**src/common/sadc_pkg.sv**
```systemverilog
// Package of constants, types and register map for the SAR converter sequencer
`default_nettype none
package sadc_pkg;
    // Register map (word index on the plain register port)
    localparam logic [1:0] ADDR_CONTROL = 2'h0;
    localparam logic [1:0] ADDR_RESULT  = 2'h1;
    localparam logic [1:0] ADDR_STATUS  = 2'h2;
    localparam logic [1:0] ADDR_MASK    = 2'h3;
    localparam logic [1:0] ADDR_ANSEL   = 2'h2;

    // Control register fields
    localparam int CLK_SEL_HI  = 7;
    localparam int CLK_SEL_LO  = 6;
    localparam int CHAN_HI     = 5;
    localparam int CHAN_LO     = 2;
    localparam int GO_BIT      = 1;
    localparam int POWER_BIT   = 0;

    // Reset values
    localparam logic [7:0] CONTROL_RESET = 8'hFC;
    localparam logic [7:0] RESULT_RESET  = 8'h00;
    localparam logic [7:0] ANSEL_RESET   = 8'hFF;
    localparam logic [7:0] MASK_RESET    = 8'h00;
    localparam logic [7:0] MARKER_START  = 8'h80;

    // Clock select codes
    localparam logic [1:0] CS_DIV16 = 2'h0;
    localparam logic [1:0] CS_DIV8  = 2'h1;
    localparam logic [1:0] CS_DIV4  = 2'h2;
    localparam logic [1:0] CS_OSC4  = 2'h3;

    // Instruction clock is mclk / 4; bit period is that divided further
    localparam logic [5:0] DIV16_TERM = 6'h3F;
    localparam logic [5:0] DIV8_TERM  = 6'h1F;
    localparam logic [5:0] DIV4_TERM  = 6'h0F;

    // Bit periods per conversion: 1 sample, 9 marker shifts, 3 settle
    localparam logic [3:0] PERIODS_TOTAL  = 4'hD;
    localparam logic [3:0] SAMPLE_PERIODS = 4'h1;
    localparam logic [3:0] SHIFT_COUNT    = 4'h9;

    typedef enum logic [1:0] {
        SADC_IDLE   = 2'b00,
        SADC_SAMPLE = 2'b01,
        SADC_SHIFT  = 2'b11,
        SADC_TAIL   = 2'b10
    } sadc_state_t;

    typedef struct packed {
        logic       write;
        logic       read;
        logic [1:0] addr;
        logic [7:0] wdata;
    } sadc_bus_t;

    typedef struct packed {
        logic       powered;
        logic       sample;
        logic [2:0] channel;
    } sadc_front_t;
endpackage
`default_nettype wire

```
**src/hdl/sadc_sequencer.sv**
```systemverilog
// SAR converter sequencer: control/result registers, marker shifting, sleep handling
//
// The plain strobed port and the placing of the registers were decided locally.
`default_nettype none
//////////////////////////////////////////////////////////////////////////////
// Overview of operation
// - Previous result stays readable while the next conversion samples.
// - After sampling, result clears and a single marker one is loaded in the same cycle.
// - Each decided bit shifts marker right and fills the vacated position.
// - After nine marker shifts and three settle periods the conversion completes and go clears.
// - Software clearing go aborts at once, no done flag.
// - Abort leaves partial result; marker position shows bits converted.
// - Clock select bits 7:6 pick divide by 16, 8 or 4; code 3 also divides by 4.
// - Bit 0 powers the converter; clear means fully off.
// - Sleep entry clears go and power bits, halting conversion.
// - Sleep, wake and reset set clock and channel fields to ones.
// - Sleep abort keeps partial result only if a bit was decided.
// - Normal completion clears go and sets the done flag.
// - Setting go is ignored while power bit is clear.
// - Every completed conversion lasts exactly thirteen bit periods.
// - Channel changes apply only after the current conversion.
module sadc_sequencer
    import sadc_pkg::*;
(
    // Clock and reset
    input  wire logic       mclk,
    input  wire logic       rst_n,
    // Register port
    input  wire logic [1:0] reg_addr,
    input  wire logic [7:0] reg_wdata,
    input  wire logic       reg_write,
    input  wire logic       reg_read,
    output logic [7:0]      reg_rdata,
    // Power management
    input  wire logic       sleep_enter,
    input  wire logic       wake,
    // Analog front end
    input  wire logic       comparator_in,
    output logic            converter_power_on,
    output logic            sample_enable,
    output logic [2:0]      channel_route,
    output logic            channel_valid,
    output logic [7:0]      dac_code,
    output logic [7:0]      analog_pin_select,
    // Interrupt
    output logic            irq
);
    typedef struct packed {
        sadc_state_t state;
        logic [7:0]  control;
        logic [7:0]  result;
        logic [7:0]  marker;
        logic [7:0]  ansel;
        logic [7:0]  mask;
        logic        done_flag;
        logic [1:0]  clk_run;
        logic [3:0]  chan_run;
        logic [3:0]  periods;
        logic [3:0]  shifts;
        logic        decided;
        logic [7:0]  rdata;
        logic        irq;
        logic        cmp_meta;
        logic        cmp_sync;
        logic        sleep_meta;
        logic        sleep_sync;
        logic        sleep_prev;
        logic        wake_meta;
        logic        wake_sync;
        logic        wake_prev;
    } sadc_regs_t;

    sadc_regs_t st_reg;
    sadc_regs_t st_next;
    sadc_bus_t  bus;
    logic       tick;
    logic       running;
    logic       sleep_edge;
    logic       wake_edge;

    assign bus = '{write: reg_write, read: reg_read, addr: reg_addr, wdata: reg_wdata};
    assign running = (st_reg.state != SADC_IDLE);
    assign sleep_edge = st_reg.sleep_sync && !st_reg.sleep_prev;
    assign wake_edge  = st_reg.wake_sync && !st_reg.wake_prev;

    // Divisor latched at start so a mid-conversion change waits
    sadc_divider u_divider (
        .mclk    (mclk),
        .rst_n   (rst_n),
        .run     (running),
        .clk_sel (st_reg.clk_run),
        .tick    (tick)
    );

    //////////////////////////////////////////////////////////////////////////
    always_comb begin
        st_next = st_reg;
        st_next.cmp_meta   = comparator_in;
        st_next.cmp_sync   = st_reg.cmp_meta;
        st_next.sleep_meta = sleep_enter;
        st_next.sleep_sync = st_reg.sleep_meta;
        st_next.sleep_prev = st_reg.sleep_sync;
        st_next.wake_meta  = wake;
        st_next.wake_sync  = st_reg.wake_meta;
        st_next.wake_prev  = st_reg.wake_sync;
        st_next.rdata      = 8'h00;

        // Register writes
        if (bus.write) begin
            case (bus.addr)
                ADDR_CONTROL: begin
                    st_next.control = bus.wdata;
                    // Go only sticks when power is on
                    if (!bus.wdata[POWER_BIT]) begin
                        st_next.control[GO_BIT] = 1'b0;
                    end
                end
                ADDR_RESULT: st_next.result = bus.wdata;
                ADDR_MASK:   st_next.mask   = bus.wdata;
                default:     st_next.ansel  = bus.wdata;
            endcase
        end

        // Sequencer
        case (st_reg.state)
            SADC_IDLE: begin
                if (st_next.control[GO_BIT] && st_next.control[POWER_BIT]) begin
                    st_next.state    = SADC_SAMPLE;
                    st_next.clk_run  = st_next.control[CLK_SEL_HI:CLK_SEL_LO];
                    st_next.chan_run = st_next.control[CHAN_HI:CHAN_LO];
                    st_next.periods  = 4'h0;
                    st_next.shifts   = 4'h0;
                    st_next.decided  = 1'b0;
                end
            end
            SADC_SAMPLE: begin
                // Old result untouched while sampling
                if (tick) begin
                    st_next.periods = st_reg.periods + 4'h1;
                    if (st_reg.periods + 4'h1 >= SAMPLE_PERIODS) begin
                        st_next.state  = SADC_SHIFT;
                        st_next.result = RESULT_RESET;
                        st_next.marker = MARKER_START;
                    end
                end
            end
            SADC_SHIFT: begin
                if (tick) begin
                    st_next.periods = st_reg.periods + 4'h1;
                    st_next.shifts  = st_reg.shifts + 4'h1;
                    st_next.marker  = st_reg.marker >> 1;
                    // Decided bit lands where the marker stood
                    st_next.result  = (st_reg.result & ~st_reg.marker) |
                                      (st_reg.cmp_sync ? st_reg.marker : 8'h00);
                    st_next.decided = st_reg.decided || (st_reg.marker != 8'h00);
                    if (st_reg.shifts + 4'h1 >= SHIFT_COUNT) begin
                        st_next.state = SADC_TAIL;
                    end
                end
            end
            SADC_TAIL: begin
                if (tick) begin
                    st_next.periods = st_reg.periods + 4'h1;
                    if (st_reg.periods + 4'h1 >= PERIODS_TOTAL) begin
                        st_next.state = SADC_IDLE;
                        st_next.control[GO_BIT] = 1'b0;
                        st_next.done_flag = 1'b1;
                    end
                end
            end
            default: st_next.state = SADC_IDLE;
        endcase

        // Software abort keeps the partial result
        if (running && !st_next.control[GO_BIT] && st_next.state != SADC_IDLE) begin
            st_next.state = SADC_IDLE;
        end

        // Sleep entry: stop, power down, fields to ones
        if (sleep_edge) begin
            st_next.control[GO_BIT]    = 1'b0;
            st_next.control[POWER_BIT] = 1'b0;
            st_next.control[CLK_SEL_HI:CHAN_LO] = CONTROL_RESET[CLK_SEL_HI:CHAN_LO];
            st_next.state = SADC_IDLE;
            // Nothing decided yet: no partial data is claimed
            if (st_reg.state == SADC_SHIFT && !st_reg.decided) begin
                st_next.result = RESULT_RESET;
            end
        end
        if (wake_edge) begin
            st_next.control = CONTROL_RESET;
            st_next.ansel   = ANSEL_RESET;
        end

        // Reads; status clears on read but a same-cycle set wins if the flag was clear
        if (bus.read) begin
            case (bus.addr)
                ADDR_CONTROL: st_next.rdata = st_reg.control;
                ADDR_RESULT:  st_next.rdata = st_reg.result;
                ADDR_MASK:    st_next.rdata = st_reg.mask;
                default: begin
                    st_next.rdata = {7'h00, st_reg.done_flag};
                    if (!(st_reg.state == SADC_TAIL && st_next.state == SADC_IDLE
                          && st_next.done_flag && !st_reg.done_flag)) begin
                        st_next.done_flag = 1'b0;
                    end
                end
            endcase
        end
        st_next.irq = st_next.done_flag && st_next.mask[0];
    end

    always_ff @(posedge mclk or negedge rst_n) begin
        if (!rst_n) begin
            st_reg         <= '0;
            st_reg.state   <= SADC_IDLE;
            st_reg.control <= CONTROL_RESET;
            st_reg.ansel   <= ANSEL_RESET;
            st_reg.mask    <= MASK_RESET;
        end else begin
            st_reg <= st_next;
        end
    end

    //////////////////////////////////////////////////////////////////////////
    // Front end outputs, all from flip-flops
    logic [7:0] trial_q;
    logic       samp_q;
    logic [2:0] route_q;
    logic       route_ok_q;

    always_ff @(posedge mclk or negedge rst_n) begin
        if (!rst_n) begin
            trial_q    <= 8'h00;
            samp_q     <= 1'b0;
            route_q    <= 3'h0;
            route_ok_q <= 1'b0;
        end else begin
            trial_q    <= st_next.result | st_next.marker;
            samp_q     <= st_next.state == SADC_SAMPLE;
            route_q    <= st_next.chan_run[2:0];
            route_ok_q <= !st_next.chan_run[3];
        end
    end

    assign converter_power_on = st_reg.control[POWER_BIT];
    assign sample_enable      = samp_q;
    assign channel_route      = route_q;
    assign channel_valid      = route_ok_q;
    assign dac_code           = trial_q;
    assign analog_pin_select  = st_reg.ansel;
    assign reg_rdata          = st_reg.rdata;
    assign irq                = st_reg.irq;
endmodule
`default_nettype wire

```
**src/hdl/sadc_divider.sv**
```systemverilog
// Bit-period tick divider for the SAR converter sequencer
`default_nettype none
module sadc_divider
    import sadc_pkg::*;
(
    // Clock and reset
    input  wire logic       mclk,
    input  wire logic       rst_n,
    // Control
    input  wire logic       run,
    input  wire logic [1:0] clk_sel,
    // Output
    output logic            tick
);
    typedef struct packed {
        logic [5:0] count;
        logic       tick;
    } sadc_div_t;

    sadc_div_t state_reg;
    sadc_div_t state_next;
    logic [5:0] terminal;

    always_comb begin
        case (clk_sel)
            CS_DIV16: terminal = DIV16_TERM;
            CS_DIV8:  terminal = DIV8_TERM;
            default:  terminal = DIV4_TERM;
        endcase
        state_next = state_reg;
        state_next.tick = 1'b0;
        if (!run) begin
            state_next.count = 6'h00;
        end else if (state_reg.count >= terminal) begin
            state_next.count = 6'h00;
            state_next.tick  = 1'b1;
        end else begin
            state_next.count = state_reg.count + 6'h01;
        end
    end

    always_ff @(posedge mclk or negedge rst_n) begin
        if (!rst_n) begin
            state_reg <= '0;
        end else begin
            state_reg <= state_next;
        end
    end

    assign tick = state_reg.tick;
endmodule
`default_nettype wire

```
**config.mk**
```make
export PLATFORM = sky130hd
export DESIGN_NAME = sadc_sequencer
export DESIGN_NICKNAME = d
export VERILOG_FILES = /design/src/common/sadc_pkg.sv /design/src/hdl/sadc_sequencer.sv /design/src/hdl/sadc_divider.sv
export SDC_FILE = /design/constraint.sdc
export NUM_CORES = 1
export LEC_CHECK = 0
export BUFFER_PORTS_ARGS = -buffer_cell sky130_fd_sc_hd__buf_2
export CORE_ASPECT_RATIO = 0.7
export CORE_UTILIZATION = 45
export CTS_CLUSTER_DIAMETER = 50
export DETAILED_ROUTE_END_ITERATION = 10
export GPL_TIMING_DRIVEN = 0
export SLEW_MARGIN = 20
export SYNTH_ARGS = -nofsm -noshare
export SYNTH_HDL_FRONTEND = slang
export SYNTH_SLANG_ARGS = --single-unit
```
**constraint.sdc**
```tcl
create_clock -name mclk -period 3.05 [get_ports mclk]
set_clock_uncertainty 0.15 [all_clocks]
set_input_delay 0.305 -clock mclk [delete_from_list [all_inputs] [get_ports mclk]]
set_output_delay 0.305 -clock mclk [all_outputs]
set_load 0.005 [all_outputs]
```
==> summary.txt <==
Timing
  – Achievable frequency: 417 MHz
  – Worst Tran Pin Value: 0.678 ns
  – Final Hold Viols: 0
  – Minimum clock period after layout: 2.40 ns
  – Fin Setup TNS: 0 ns
  – Final period utilization: 0.786
  – Worst slew margin: 0.543
  – Unrepaired setup endpoints after global routing: no
  – Setup violations, final: 0
  – Fin. max-slew vios: 0

Flow run
  – Max cap viols: 0

Yosys
  – Mean Syn Cell Area: 10.4 um^2
  – Top_reg_cell synth: dfrtp_1
  – Count of cell types in the netlist: 44
  – Mapped Cells: 425
  – Asr flop ratio synth: 1.00
  – Synth top area cells: dfrtp_1 (44%), dfstp_2 (8.3%), mux2i_1 (7.3%)
  – Post-synth top area share: 0.442
  – Post-synthesis sequential area ratio: 0.526
  – Seq cells post-synth: 92
  – Ys Warns: 0
  – Synthesized netlist net count: 454
  – Cell area after synthesis: 4410 um^2
  – Post-synth EDFFs: 0
  – Cell taking the most area after synthesis: dfrtp_1

Critical path
  – Crit path max-delay family: buffers and inverters
  – Crit end category: flop
  – Crit-path max FO: 10
  – Setup CP Type: reg -> reg
  – R2r setup slk: 0.65 ns
  – Crit path max-delay cell type: dfrtp_1
  – Startpoint Class: flop
  – Max incr delay on CP: 0.48 ns
  – CP bufs+invs: 2
  – CP Cell Sequence: ha_1, clkbuf_1, nand2_1, clkbuf_1, o311ai_0
  – Critical path arrival: 2.46 ns
  – Top cell by count, worst path: clkbuf_1
  – Crit path required time: 3.12 ns

Floorplan
  – IO Count: 48
  – Core Region: 9290 um^2
  – Die Wd: 120 um
  – Die Footprint: 10200 um^2
  – Starting density of the core: 0.475
  – Num rows: 29
  – DIE HEIGHT: 84.8 um

Global route
  – Vias in the first global route: 3184
  – Antenna violations before repair: 0
  – Tot GR Track Use: 0.217
  – GRT overflow: 0
  – Largest net degree at the start of global routing: 56
  – First-pass GRT wire length: 16600 um

Placement
  – HPWL Detailed: 7150 um
  – Routability cong.: 0.882
  – Port Buffer Count: 47

Detailed routing
  – DRC marker count from the first detailed-route iteration: 224
  – Pre-Repair DR Iteration Count: 5
  – Vias: 3286
  – WL final: 10100 um
  – Via density per instance: 5.33
  – Wire length per cell: 16.4 um
  – Drt drc: 0
  – Post-route ant nets: 0

Clock network
  – H-tree lvl count: 3
  – Inserted Clock Buffers: 9
  – Clk sinks: 92
  – Root buf cell: clkbuf_16
  – CTS clk-pin slew, worst paths: 0.06 ns
  – CTS tree: done
  – Max Root-Sink Buffers: 2
  – Worst skew pair latency: 0.34 ns

Cells and area
  – Layout cell share with drive strength beyond 1: 0.231
  – Largest register FFs: 50
  – Fillers: 840
  – Syn-to-layout area delta: 17.9%
  – Layout Nets: 517
  – Post-layout util: 0.560
  – ANT cells: 0

Pwr
  – PwrDens: 630 nW/um^2
  – Leakage power: 2.47 nW
  – Maximum VDD drop: 388 uV

Outcome
  – Status: finished, final reports clean

Hold path
  – Worst hold path class: in -> reg
placed cells by master (no fill, tap or decap), types with 2 or more instances in the layout:
| master | n |
|---|---|
| a211oi_1 | 2 |
| a21oi_1 | 6 |
| a31oi_1 | 2 |
| and2_1 | 13 |
| and3_1 | 3 |
| buf_1 | 3 |
| buf_2 | 47 |
| buf_4 | 19 |
| buf_6 | 2 |
| bufinv_16 | 2 |
| clkbuf_1 | 12 |
| clkbuf_16 | 9 |
| clkinvlp_4 | 3 |
| dfrtp_1 | 78 |
| dfstp_2 | 14 |
| dlygate4sd3_1 | 4 |
| ha_1 | 12 |
| inv_1 | 10 |
| mux2_2 | 8 |
| mux2i_1 | 32 |
| nand2_1 | 69 |
| nand2b_1 | 5 |
| nand3_1 | 22 |
| nor2_1 | 31 |
| nor2b_1 | 2 |
| nor3_1 | 2 |
| nor4_1 | 2 |
| o21ai_0 | 31 |
| o22a_1 | 9 |
| o311ai_0 | 7 |
| o31ai_1 | 3 |
| or2_2 | 3 |
| xnor2_1 | 4 |
| xor2_1 | 5 |
Yosys cell counts (2+ instances only):
cell type  number
clkbuf_1       12
and3_1          3
or2_2           3
buf_1           3
o31ai_1         3
o22a_1          9
dfstp_2        14
ha_1           12
nor2b_1         2
nor3_1          2
and2_1         13
nand3_1        22
nor2_1         31
inv_1          10
o21ai_0        31
a211oi_1        2
buf_4          19
o311ai_0        7
xor2_1          5
dfrtp_1        78
xnor2_1         4
a21oi_1         6
a31oi_1         2
nor4_1          2
nand2_1        69
mux2i_1        32
mux2_2          8
nand2b_1        5
tightest hold or removal path: cells and delay by family:
kind / cells / cell delay [ns]
AND/OR/NAND/NOR: 2 / 0.12
buffers and inverters: 1 / 0.13
stage by stage:
| stage | hold WS, ns | cell area [um^2] | instances | total power, mW | setup slack (ns) |
|---|---|---|---|---|---|
| 6_report | 0.0839 | 5200 | 617 | 3.28 | 0.654 |
| 5_1_grt | 0.0760 | 5200 | 617 | 3.46 | 0.546 |
| 4_1_cts | 0.0763 | 5200 | 617 | 3.31 | 0.712 |
| 3_5_place_dp | 0.0860 | 4840 | 597 | 2.09 | 0.669 |
| 3_3_place_gp | 0.183 | 4800 | 596 | 2.07 | 0.634 |
| 2_1_floorplan | -0.141 | 4410 | 425 | 1.86 | 1.08 |
per-layer routing:
metal / share of wire / GRT usage / vias up
met4: 0.0079 / 0.0617 / 0
met5: 0 / 0 / -
met1: 0.50 / 0.331 / 1609
met3: 0.069 / 0.0531 / 8
met2: 0.42 / 0.307 / 103
li1: - / - / 1566
where the power goes:
group	leakage (nW)	internal, mW	switching [mW]	total, mW
registers	1.14	1.39	0.105	1.50
logic	1.18	0.272	0.308	0.580
clock network	0.151	0.738	0.465	1.20
total	2.47	2.40	0.878	3.28
logic make-up after synthesis:
family | share of synthesized area
simple gates | 0.161
flops | 0.526
compound gates | 0.106
buf+inv | 0.0573
mux | 0.0981
fa+ha+maj | 0.0340
xor+xnor | 0.0179
area by class of cell:
| cell class | instances | area (um^2) | area share |
|---|---|---|---|
| sequential | 92 | 2320 | 0.446 |
| multi-input combinational | 287 | 1840 | 0.354 |
| timing repair buffer | 52 | 309 | 0.0594 |
| clock buffer | 10 | 239 | 0.0459 |
| buffer | 36 | 215 | 0.0414 |
| tap | 124 | 155 | 0.0298 |
| clock inverter | 6 | 87.6 | 0.0168 |
| inverter | 10 | 37.5 | 0.00722 |
path summary, 6_finish.rpt:
| kind | endpoint | cells past startpoint | start |
|---|---|---|---|
| max | dac_code[6]$_DFF_PN0_ | 5 | st_reg[74]$_DFF_PN0_ |
| min in group asynchronous | st_reg[22]$_DFFE_PN0P_ | 2 | rst_n |
| min | analog_pin_select[6]$_DFFE_PN1P_ | 3 | reg_wdata[6] |
| min reg2reg | st_next[3]$_DFF_PN0_ | 0 | st_next[4]$_DFF_PN0_ |
| max reg2reg | dac_code[6]$_DFF_PN0_ | 5 | st_reg[74]$_DFF_PN0_ |
| max in group asynchronous | analog_pin_select[7]$_DFFE_PN1P_ | 3 | rst_n |
what timing repair did:
action                     CTS  global route
resized for setup            0             0
hold buffers                 4             0
setup buffers                0             0
setup endpoints to repair    0             0
hold endpoints to repair    36             0
Note: power is estimated with default switching activity, not from simulation.
